File: config.mk
export PLATFORM = sky130hd
export DESIGN_NAME = timer_async_regs
export DESIGN_NICKNAME = d
export VERILOG_FILES = /design/src/rtl/timer_pkg.sv /design/src/rtl/timer_prescaler.sv /design/src/rtl/timer_async_regs.sv
export SDC_FILE = /design/constraint.sdc
export NUM_CORES = 1
export LEC_CHECK = 0
export BUFFER_PORTS_ARGS = -buffer_cell sky130_fd_sc_hd__buf_4
export CELL_PAD_IN_SITES_DETAIL_PLACEMENT = 1
export CELL_PAD_IN_SITES_GLOBAL_PLACEMENT = 1
export CORE_UTILIZATION = 30
export CTS_CLUSTER_SIZE = 20
export DETAILED_ROUTE_END_ITERATION = 10
export MAX_ROUTING_LAYER = met4
export PLACE_DENSITY = 0.56
export SLEW_MARGIN = 0
export SYNTH_ARGS = -nofsm -noshare
export SYNTH_HDL_FRONTEND = slang
export SYNTH_SLANG_ARGS = --single-unit
export TNS_END_PERCENT = 30
File: constraint.sdc
create_clock -name pclk -period 6.57 [get_ports pclk]
set_input_delay 0.3285 -clock pclk [delete_from_list [all_inputs] [get_ports pclk]]
set_output_delay 0.3285 -clock pclk [all_outputs]
set_load 0.02 [all_outputs]
File: src/rtl/timer_pkg.sv
// Shared constants and types for the asynchronous timer register block
package timer_pkg;

	// ==========================================================
	// Register byte offsets
	localparam logic [11:0] ADDR_CTRL_A = 12'h000;
	localparam logic [11:0] ADDR_CTRL_B = 12'h004;
	localparam logic [11:0] ADDR_COUNT  = 12'h008;
	localparam logic [11:0] ADDR_CMP_A  = 12'h00c;
	localparam logic [11:0] ADDR_CMP_B  = 12'h010;
	localparam logic [11:0] ADDR_STATUS = 12'h014;

	// ==========================================================
	// Holding register index, equal to its busy bit position
	localparam int NUM_HOLD  = 5;
	localparam int IDX_COUNT = 4;
	localparam int IDX_CMP_A = 3;
	localparam int IDX_CMP_B = 2;
	localparam int IDX_CTL_A = 1;
	localparam int IDX_CTL_B = 0;

	// ==========================================================
	// Field positions and reset values
	localparam int FORCE_A_BIT   = 7;
	localparam int FORCE_B_BIT   = 6;
	localparam int WAVE2_BIT     = 3;
	localparam int EXT_CLK_BIT   = 6;
	localparam int ASYNC_SEL_BIT = 5;
	localparam logic [7:0] CTRL_B_RD_MASK = 8'h0f;
	localparam logic [7:0] CTRL_A_RD_MASK = 8'hf3;
	localparam logic [7:0] RESET_BYTE     = 8'h00;
	localparam logic [7:0] COUNT_MAX      = 8'hff;
	localparam logic [31:0] RESET_WORD    = 32'h0000_0000;

	// ==========================================================
	// Prescaler taps: divide by 8, 32, 64, 128, 256, 1024
	localparam int PRESCALE_W = 10;
	localparam logic [PRESCALE_W-1:0] DIV8_MASK    = 10'h007;
	localparam logic [PRESCALE_W-1:0] DIV32_MASK   = 10'h01f;
	localparam logic [PRESCALE_W-1:0] DIV64_MASK   = 10'h03f;
	localparam logic [PRESCALE_W-1:0] DIV128_MASK  = 10'h07f;
	localparam logic [PRESCALE_W-1:0] DIV256_MASK  = 10'h0ff;
	localparam logic [PRESCALE_W-1:0] DIV1024_MASK = 10'h3ff;

	// ==========================================================
	// Enumerations
	typedef enum logic [1:0] {
		COM_OFF    = 2'h0,
		COM_TOGGLE = 2'h1,
		COM_CLEAR  = 2'h2,
		COM_SET    = 2'h3
	} com_t;

	typedef enum logic [2:0] {
		CS_STOP    = 3'h0,
		CS_DIV1    = 3'h1,
		CS_DIV8    = 3'h2,
		CS_DIV32   = 3'h3,
		CS_DIV64   = 3'h4,
		CS_DIV128  = 3'h5,
		CS_DIV256  = 3'h6,
		CS_DIV1024 = 3'h7
	} clk_sel_t;

	localparam logic [2:0] MODE_CTC       = 3'h2;
	localparam logic [2:0] MODE_PC_TOP_A  = 3'h5;
	localparam logic [2:0] MODE_FPWM_TOPA = 3'h7;

endpackage

File: src/rtl/timer_prescaler.sv
// Prescaler and clock select for the timer count enable
`timescale 1ns/1ps
`default_nettype none
module timer_prescaler
	import timer_pkg::*;
(
	input  wire logic       pclk,
	input  wire logic       presetn,
	input  wire logic       src_tick,
	input  wire logic [2:0] clock_select_field,
	output logic            count_tick
);

	typedef struct packed {
		logic [PRESCALE_W-1:0] pre;
	} pre_state_t;

	pre_state_t s_q;
	pre_state_t s_d;
	logic       tap;

	// ==========================================================
	// Tap selection
	always_comb begin
		s_d = s_q;
		if (src_tick) begin
			s_d.pre = s_q.pre + 10'h001;
		end
		unique case (clk_sel_t'(clock_select_field))
			CS_STOP:    tap = 1'b0;
			CS_DIV1:    tap = 1'b1;
			CS_DIV8:    tap = &(s_q.pre | ~DIV8_MASK);
			CS_DIV32:   tap = &(s_q.pre | ~DIV32_MASK);
			CS_DIV64:   tap = &(s_q.pre | ~DIV64_MASK);
			CS_DIV128:  tap = &(s_q.pre | ~DIV128_MASK);
			CS_DIV256:  tap = &(s_q.pre | ~DIV256_MASK);
			CS_DIV1024: tap = &(s_q.pre | ~DIV1024_MASK);
		endcase
		count_tick = src_tick & tap;
	end

	always_ff @(posedge pclk or negedge presetn) begin
		if (!presetn) begin
			s_q <= '0;
		end else begin
			s_q <= s_d;
		end
	end
endmodule
`default_nettype wire

File: src/rtl/timer_async_regs.sv
// Timer control, counter, compare and asynchronous status registers on APB
//
// The APB slave port and the register addresses were left to the implementer.
`timescale 1ns/1ps
`default_nettype none
module timer_async_regs
	import timer_pkg::*;
(
	input  wire logic        pclk,
	input  wire logic        presetn,
	input  wire logic        psel,
	input  wire logic        penable,
	input  wire logic        pwrite,
	input  wire logic [11:0] paddr,
	input  wire logic [31:0] pwdata,
	output logic [31:0]      prdata,
	output logic             pready,
	output logic             pslverr,
	input  wire logic        timer_osc_input_pin,
	output logic             wave_out_pin_a,
	output logic             wave_out_pin_b,
	output logic             compare_match_a,
	output logic             compare_match_b,
	output logic [2:0]       wave_mode,
	output logic             crystal_osc_run,
	output logic             ext_clock_buffer_en
);

	typedef struct packed {
		logic [7:0]          ctl_a_tmp;
		logic [7:0]          ctl_a;
		logic [7:0]          ctl_b_tmp;
		logic [7:0]          ctl_b;
		logic [7:0]          cnt_tmp;
		logic [7:0]          cnt;
		logic [7:0]          cmp_a_tmp;
		logic [7:0]          cmp_a;
		logic [7:0]          cmp_b_tmp;
		logic [7:0]          cmp_b;
		logic [NUM_HOLD-1:0] busy;
		logic [NUM_HOLD-1:0] edge1;
		logic                as_sel;
		logic                ext_en;
		logic                osc_prev;
		logic                block;
		logic                wave_a;
		logic                wave_b;
		logic                match_a;
		logic                match_b;
		logic [31:0]         rdata;
	} state_t;

	state_t              s_q;
	state_t              s_d;
	logic                osc_rise;
	logic                src_tick;
	logic                cnt_tick;
	logic                wr_en;
	logic                addr_hit;
	logic [NUM_HOLD-1:0] wr_hit;
	logic [NUM_HOLD-1:0] land;
	logic [2:0]          mode_q;
	logic [2:0]          mode_new;
	logic [7:0]          top;
	logic                frc_a;
	logic                frc_b;
	logic                hit_a;
	logic                hit_b;

	function automatic logic wave_action(input logic [1:0] com, input logic cur);
		unique case (com_t'(com))
			COM_OFF:    wave_action = cur;
			COM_TOGGLE: wave_action = ~cur;
			COM_CLEAR:  wave_action = 1'b0;
			COM_SET:    wave_action = 1'b1;
		endcase
	endfunction

	// ==========================================================
	// Timer source and prescaler
	// Pin is taken as synchronous; the oscillator must run well below pclk
	assign osc_rise = timer_osc_input_pin & ~s_q.osc_prev;
	assign src_tick = s_q.as_sel ? osc_rise : 1'b1;

	timer_prescaler u_prescaler (
		.pclk               (pclk),
		.presetn            (presetn),
		.src_tick           (src_tick),
		.clock_select_field (s_q.ctl_b[2:0]),
		.count_tick         (cnt_tick)
	);

	// ==========================================================
	// APB decode
	always_comb begin
		addr_hit = 1'b1;
		wr_hit   = '0;
		unique case (paddr)
			ADDR_CTRL_A: wr_hit[IDX_CTL_A] = 1'b1;
			ADDR_CTRL_B: wr_hit[IDX_CTL_B] = 1'b1;
			ADDR_COUNT:  wr_hit[IDX_COUNT] = 1'b1;
			ADDR_CMP_A:  wr_hit[IDX_CMP_A] = 1'b1;
			ADDR_CMP_B:  wr_hit[IDX_CMP_B] = 1'b1;
			ADDR_STATUS: addr_hit = 1'b1;
			default:     addr_hit = 1'b0;
		endcase
		wr_en  = psel & penable & pwrite & addr_hit;
		wr_hit = wr_en ? wr_hit : '0;
	end

	assign pready  = penable;
	assign pslverr = psel & penable & ~addr_hit;
	assign prdata  = s_q.rdata;

	// ==========================================================
	// Next state
	always_comb begin
		s_d          = s_q;
		s_d.osc_prev = timer_osc_input_pin;

		// Read data is captured in the setup cycle so prdata is a flop
		if (psel && !penable && !pwrite) begin
			unique case (paddr)
				ADDR_CTRL_A: s_d.rdata = {24'h0, s_q.ctl_a_tmp & CTRL_A_RD_MASK};
				ADDR_CTRL_B: s_d.rdata = {24'h0, s_q.ctl_b_tmp & CTRL_B_RD_MASK};
				ADDR_COUNT:  s_d.rdata = {24'h0, s_q.cnt};
				ADDR_CMP_A:  s_d.rdata = {24'h0, s_q.cmp_a_tmp};
				ADDR_CMP_B:  s_d.rdata = {24'h0, s_q.cmp_b_tmp};
				ADDR_STATUS: s_d.rdata = {24'h0, 1'b0, s_q.ext_en, s_q.as_sel, s_q.busy};
				default:     s_d.rdata = RESET_WORD;
			endcase
		end

		// Holding register writes
		if (wr_hit[IDX_CTL_A]) s_d.ctl_a_tmp = pwdata[7:0];
		if (wr_hit[IDX_CTL_B]) s_d.ctl_b_tmp = pwdata[7:0];
		if (wr_hit[IDX_COUNT]) s_d.cnt_tmp = pwdata[7:0];
		if (wr_hit[IDX_CMP_A]) s_d.cmp_a_tmp = pwdata[7:0];
		if (wr_hit[IDX_CMP_B]) s_d.cmp_b_tmp = pwdata[7:0];
		// A change of clock source leaves register contents as they fall
		if (wr_en && paddr == ADDR_STATUS) begin
			s_d.ext_en = pwdata[EXT_CLK_BIT];
			s_d.as_sel = pwdata[ASYNC_SEL_BIT];
		end

		// Busy tracking: a rewrite restarts the two-edge wait
		for (int i = 0; i < NUM_HOLD; i++) begin
			land[i] = 1'b0;
			if (!s_q.as_sel) begin
				land[i]      = wr_hit[i] | s_q.busy[i];
				s_d.busy[i]  = 1'b0;
				s_d.edge1[i] = 1'b0;
			end else if (wr_hit[i]) begin
				s_d.busy[i]  = 1'b1;
				s_d.edge1[i] = 1'b0;
			end else if (s_q.busy[i] && osc_rise) begin
				if (s_q.edge1[i]) begin
					land[i]     = 1'b1;
					s_d.busy[i] = 1'b0;
				end
				s_d.edge1[i] = ~s_q.edge1[i];
			end
		end

		// Landing into destinations
		if (land[IDX_CTL_A]) s_d.ctl_a = s_d.ctl_a_tmp & CTRL_A_RD_MASK;
		if (land[IDX_CTL_B]) begin
			s_d.ctl_b = s_d.ctl_b_tmp & CTRL_B_RD_MASK;
			s_d.ctl_b_tmp[FORCE_A_BIT] = 1'b0;
			s_d.ctl_b_tmp[FORCE_B_BIT] = 1'b0;
		end
		if (land[IDX_CMP_A]) s_d.cmp_a = s_d.cmp_a_tmp;
		if (land[IDX_CMP_B]) s_d.cmp_b = s_d.cmp_b_tmp;

		// Force strobes fire as control B lands, under the new mode
		mode_new = {s_d.ctl_b[WAVE2_BIT], s_d.ctl_a[1:0]};
		frc_a = land[IDX_CTL_B] & (wr_hit[IDX_CTL_B] ? pwdata[FORCE_A_BIT]
			: s_q.ctl_b_tmp[FORCE_A_BIT]) & ~mode_new[0];
		frc_b = land[IDX_CTL_B] & (wr_hit[IDX_CTL_B] ? pwdata[FORCE_B_BIT]
			: s_q.ctl_b_tmp[FORCE_B_BIT]) & ~mode_new[0];

		// Counter and compare
		mode_q = {s_q.ctl_b[WAVE2_BIT], s_q.ctl_a[1:0]};
		top = (mode_q == MODE_CTC || mode_q == MODE_PC_TOP_A || mode_q == MODE_FPWM_TOPA)
			? s_q.cmp_a : COUNT_MAX;
		hit_a = cnt_tick & ~s_q.block & (s_q.cnt == s_q.cmp_a);
		hit_b = cnt_tick & ~s_q.block & (s_q.cnt == s_q.cmp_b);
		s_d.match_a = hit_a;
		s_d.match_b = hit_b;
		if (land[IDX_COUNT]) begin
			s_d.cnt   = s_d.cnt_tmp;
			s_d.block = 1'b1;
		end else if (cnt_tick) begin
			s_d.block = 1'b0;
			// Reaching top clears the counter, even while its match is blocked; forces never reach here
			s_d.cnt = (s_q.cnt == top) ? RESET_BYTE : s_q.cnt + 8'h01;
		end

		// Waveform pins: PWM shaping belongs to the waveform unit elsewhere
		if (!mode_q[0] && (hit_a || frc_a)) begin
			s_d.wave_a = wave_action(s_q.ctl_a[7:6], s_q.wave_a);
		end
		if (!mode_q[0] && (hit_b || frc_b)) begin
			s_d.wave_b = wave_action(s_q.ctl_a[5:4], s_q.wave_b);
		end
	end

	always_ff @(posedge pclk or negedge presetn) begin
		if (!presetn) begin
			s_q <= '0;
		end else begin
			s_q <= s_d;
		end
	end

	// ==========================================================
	// Outputs
	assign wave_out_pin_a      = s_q.wave_a;
	assign wave_out_pin_b      = s_q.wave_b;
	assign compare_match_a     = s_q.match_a;
	assign compare_match_b     = s_q.match_b;
	assign wave_mode           = {s_q.ctl_b[WAVE2_BIT], s_q.ctl_a[1:0]};
	assign crystal_osc_run     = s_q.as_sel & ~s_q.ext_en;
	assign ext_clock_buffer_en = s_q.as_sel & s_q.ext_en;
endmodule
`default_nettype wire

==> Word level (Yosys, flattened, before mapping) <==
Cells that the tools add are included.
{ "op_classes": {"add_sub_neg": 2, "reduce_logical": 37, "bitwise": 34, "eq_ne": 34, "muxes": 82} }
{ "op_table": {"columns": ["op", "count"], "rows": [
  ["2-to-1 mux 8 bit", 9],
  ["2-to-1 mux 1 bit", 67],
  ["one-hot mux 8 bit (6 select lines)", 1],
  ["inequality test 3 x 1 -> 1 bit (second input constant)", 10],
  ["equality test 12 x 4 -> 1 bit (second input constant)", 2],
  ["equality test 12 x 5 -> 1 bit (second input constant)", 2],
  ["equality test 8 bit", 3],
  ["equality test 3 bit (second input constant)", 6],
  ["AND 1 bit", 15],
  ["inverter 1 bit", 14],
  ["AND reduction 2 bit", 7],
  ["equality test 12 x 3 -> 1 bit (second input constant)", 1],
  ["logical NOT 12 bit", 1],
  ["adder 10 x 1 -> 10 bit (second input constant)", 1],
  ["logical AND 1 bit", 10],
  ["AND reduction 10 bit", 1],
  ["equality test 3 x 2 -> 1 bit (second input constant)", 3],
  ["adder 8 x 1 -> 8 bit (second input constant)", 1],
  ["equality test 2 bit (second input constant)", 4],
  ["one-hot mux 1 bit (8 select lines)", 1],
  ["AND reduction 8 bit", 1],
  ["AND reduction 7 bit", 1],
  ["one-hot mux 1 bit (3 select lines)", 2],
  ["AND reduction 6 bit", 1],
  ["other kinds (13)", 25]
]} }
{ "word_totals": {"in_bits": 50, "output_inout_bits": 43, "ff_bits": 134} }

==> Logic depth before layout (Yosys ltp) <==
{ "depth": {"ltp_word": 13, "ltp_mapped": 10} }

==> By module <==
Synthesis repeated with hierarchy kept, for this count alone.
{ "unflattened": {"cells_unflattened": 498, "hier_area_um2": 5611.6} }
{ "modules_own_cells": {"columns": ["mod", "seq_area_each_um2", "cells_each", "area_each_um2", "instances"], "rows": [
  ["timer_async_regs", 2402.3, 452, 5069.9, 1],
  ["timer_prescaler", 250.2, 46, 541.8, 1]
]} }

==> Worst setup path before layout <==
Ideal clock, no wire load.
{ "synth_timing": {"path_type": "flip-flop to flip-flop", "startpoint": "register u_prescaler.s_q[0] (netlist bit)", "endpoint": "register s_q (netlist bit wave_out_pin_a)", "required_time_ps": 6501, "setup_time_ps": 69, "path_stages_with_launch": 10, "n_path_buf": 0, "arrival_ps": 2031, "setup_slack_ps": 4470, "cell_sequence": "dfrtp_1 ha_1 and3_2 ha_1 o21ai_0 a21oi_1 o21ai_2 or4_4 a211o_1 nand3_1"} }
{ "synth_via": {"elab_chain_cells": 8, "word_cells_on_any_way": 13} }
{ "synth_rtl": {"columns": ["item", "line_no", "text"], "rows": [
  ["start: declaration", "timer_prescaler.sv:18", "pre_state_t s_q;"],
  ["start signal: assignment", "timer_prescaler.sv:44", "s_q <= '0;"],
  ["start signal: assignment", "timer_prescaler.sv:46", "s_q <= s_d;"],
  ["AND reduction 10 bit, or another cell as far along", "timer_prescaler.sv:37", "CS_DIV1024: tap = &(s_q.pre | ~DIV1024_MASK);"],
  ["one-hot mux 1 bit (8 select lines) (*)", "timer_prescaler.sv:29", "unique case (clk_sel_t'(clock_select_field))"],
  ["AND 1 bit (*)", "timer_prescaler.sv:39", "count_tick = src_tick & tap;"],
  ["AND 1 bit (*) (2 in a row)", "timer_async_regs.sv:186", "hit_a = cnt_tick & ~s_q.block & (s_q.cnt == s_q.cmp_a);"],
  ["logical OR 1 bit (*)", "timer_async_regs.sv:200", "if (!mode_q[0] && (hit_a || frc_a)) begin"],
  ["logical AND 1 bit (*)", "timer_async_regs.sv:200", null],
  ["AND reduction 2 bit (no source line) (*)", null, null],
  ["end signal: assignment", "timer_async_regs.sv:210", "s_q <= '0;"],
  ["end signal: assignment", "timer_async_regs.sv:212", "s_q <= s_d;"],
  ["end: declaration", "timer_async_regs.sv:53", "state_t s_q;"]
]} }
Mark *: on every way between the ends. The rest lies on a longest branch, timed or not.
A chain may end at the register's enable or synchronous reset.

==> Worst setup path after layout <==
{ "layout_timing": {"startpoint": "input paddr[8]", "endpoint": "register s_q (netlist bit wave_out_pin_a)"} }
{ "layout_via": {"elab_chain_cells": 13, "word_cells_on_any_way": 27} }
{ "layout_rtl": {"columns": ["item", "line_no", "text"], "rows": [
  ["start: declaration", "timer_async_regs.sv:14", "input wire logic [11:0] paddr,"],
  ["equality test 12 x 5 -> 1 bit, or another cell as far along", "timer_async_regs.sv:98", "unique case (paddr)"],
  ["OR reduction 6 bit (no source line)", null, null],
  ["2-to-1 mux 1 bit", "timer_async_regs.sv:98", null],
  ["AND 1 bit", "timer_async_regs.sv:107", "wr_en = psel & penable & pwrite & addr_hit;"],
  ["2-to-1 mux 5 bit (*)", "timer_async_regs.sv:108", "wr_hit = wr_en ? wr_hit : '0;"],
  ["OR 1 bit or 2-to-1 mux 1 bit (tied branches)", "timer_async_regs.sv:150, timer_async_regs.sv:153", null],
  ["2-to-1 mux 1 bit", "timer_async_regs.sv:149", "if (!s_q.as_sel) begin"],
  ["2-to-1 mux 1 bit", "timer_async_regs.sv:166", "if (land[IDX_CTL_A]) s_d.ctl_a = s_d.ctl_a_tmp & CTRL_A_RD_MASK;"],
  ["inverter 1 bit", "timer_async_regs.sv:178", ": s_q.ctl_b_tmp[FORCE_A_BIT]) & ~mode_new[0];"],
  ["AND 1 bit (*)", "timer_async_regs.sv:178", null],
  ["logical OR 1 bit (*)", "timer_async_regs.sv:200", null],
  ["logical AND 1 bit (*)", "timer_async_regs.sv:200", null],
  ["AND reduction 2 bit (no source line) (*)", null, null]
]} }
Marks and branches as above.

==> results.toml <==
[yosys]
synth_common_cells = "dfrtp_1 (106), nand2_1 (76), mux2_2 (42)"
yosys.area.top_type_share = 0.472
syn-instance-count = 542
ys_top_cells_by_area = "dfrtp_1 (47%), mux2_2 (8.4%), buf_4 (5.5%)"
synth_area_um2 = 5620
yosysMostFrequentCell = "dfrtp_1"
yosys_most_used_dff = "dfrtp_1"
ys_seq_area_frac = 0.472
synth_warnings = 0
async_flop_share = 1.00
synth_cell_types = 63
yosysTopAreaCell = "dfrtp_1"
synth_seq_cells = 106
syn_area_per_cell_um2 = 10.4
synth-edff-count = 0

[global_route]
grt_pass1_vias = 4280
overflow = 0
grt_antenna_before_repair = 0
grt_start_max_net_pins = 57
grt_pass1_wl_um = 24100
gr-usage-all-layers = 0.168

[drt]
dr.pass1.iters = 6
detail-route-antenna-nets = 0
vias = 4044
drt_wl_total_um = 14600
routed_via_density = 5.04
drc = 0
drt-met1-wl_um = 7080
drt_iter0_markers = 199
routed.top_layer = "met4"
routed-wl-met3_um = 408
wl_per_cell_um = 18.2
wl_met2_um = 6930

[clocking]
cts_buffer_depth = 2
cts_tree = "done"
path_clk_slew_ns = 0.08
cts.sink_count = 106
h-tree-depth = 3
cts_setup_buffers = 0
cts_made_buffers = 9
worstSkewPairLatency_ns = 0.36
cts_resized = 0
holdBufCountCts = 0
cts-root-buf = "clkbuf_16"

[sta]
max_freq_mhz = 387
max_slew_margin = 0.375
finalCritPeriodShare = 0.393
report.final.slew_viol_count = 0
rsz0062_at_grt = "false"
fin_tns_setup_ns = 0
hold_violations = 0
worst_pin_slew_ns = 0.932
finalCriticalPeriod_ns = 2.58
finalSetupViolations = 0
clock_skew_ns = 0.0145
fin_ws_ns = 3.99

[hold_path]
hp-class = "input pin to async pin"

[layout]
drive_gt1_frac = 0.226
syn_to_final_growth_pct = 11.8
n_antenna_cell = 0
final_nets = 623

[critical_path]
crit_start = "paddr[8]"
r2r-start = "u_prescaler.s_q[0]"
crit_type = "input pin to flip-flop"
end_kind = "flip-flop"
required_ns = 6.87
crit_path_start_kind = "input pin"
crit_fanout = 7
arrival_ns = 2.88

[floorplan]
die_y_um = 139
num_io_pins = 93
initial_core_util = 0.310
core_area_um2 = 18100
die_w_um = 139
row_count = 49
dieArea_um2 = 19300

[placed_design]
io_buffers = 44
dp_slack_ns = 3.59
globalplace.congestion = 0.758
dp_hpwl_um = 10900

[power]
p_leak_uw = 0.00287
peakVddDrop_mv = 0.125
p_per_area_nw_per_um2 = 202

[run_status]
run_status = "complete, no violations"

[run]
cap_violations = 0
flip-flops by register name, indices dropped and copies added (netlist names):
register / count
s_q: 81
u_prescaler.s_q: 10
prdata: 8
wave_mode: 3
compare_match_a: 1
compare_match_b: 1
wave_out_pin_a: 1
wave_out_pin_b: 1
worst max-delay path: stages:
cell     delay [ns]
buf_4          0.12
nor4_4         0.45
nand3_4        0.18
nor4_2         0.57
buf_4          0.28
mux2i_1        0.32
nand3_1        0.23
a211o_1        0.34
nand3_1        0.06
through the flow:
| stage | util | hold WS, ns | area, um^2 | std cells | power [uW] |
|---|---|---|---|---|---|
| floorplan | - | 0.0329 | 5710 | 565 | 704 |
| global placement | 0.330 | 0.435 | 5980 | 787 | 731 |
| detailed placement | 0.330 | 0.448 | 5980 | 787 | 732 |
| CTS | 0.346 | 0.0522 | 6280 | 803 | 1290 |
| global route | 0.346 | 0.0652 | 6280 | 803 | 1320 |
| finish | 0.346 | 0.0257 | 6280 | 803 | 1270 |
logic make-up after synthesis:
family          synth area share
xor+xnor                  0.0327
other cells             0.000667
simple gates               0.169
buf+inv                   0.0781
compound gates             0.130
mux                        0.110
flops                      0.472
fa+ha+maj                0.00890
where the power goes:
part	switching, uW	total, uW	internal [uW]
clock	273	550	277
sequential	1.19	654	653
combinational	47.7	64.1	16.3
total	322	1270	946
metal layers:
metal,vias up,GRT usage
met5,-,-
met4,0,0.0573
met3,15,0.0249
met2,74,0.269
met1,2062,0.217
li1,1893,-
layout make-up:
cell class | count | area (um^2)
Inverter | 14 | 52.6
Fill cell | 2037 | 11900
Tap cell | 229 | 287
Timing Repair Buffer | 50 | 375
Multi-Input combinational cell | 388 | 2620
Clock inverter | 6 | 60.1
Clock buffer | 10 | 239
Sequential cell | 106 | 2650
layout by cell type (no fill, tap or decap), types with 3 or more instances in the layout:
master     count
o21ai_0       26
inv_1         14
and2_1         4
o21a_1        13
and4_1         4
xnor2_1       18
o22a_1         9
nor3_1         5
a31oi_1        3
xor2_1         3
mux2_2        42
nor2b_1       17
o21ai_1        8
o21ai_2        3
nand3b_1       6
dfrtp_1      106
o22ai_1        7
nor3_2         4
nand4_1        7
buf_4         50
nand2_1       76
a21oi_1       14
and3_1         6
a221oi_1       4
conb_1        24
clkbuf_16      9
mux2i_1       12
nand2b_1       4
nor2_1        20
nand3_1       11
ha_1           4
path summary, 6_finish.rpt:
check	slack [ns]	cells after the start	end
worst max-delay path	3.99	9	wave_out_pin_a
worst min-delay path	0.03	1	s_q[41]
worst max register to register	4.09	10	wave_out_pin_b
worst min register to register	0.48	1	u_prescaler.s_q[9]
max in group asynchronous	5.37	2	s_q[96]
min in group pclk	0.08	1	s_q[37]
Power figures use the tool's default switching activity.
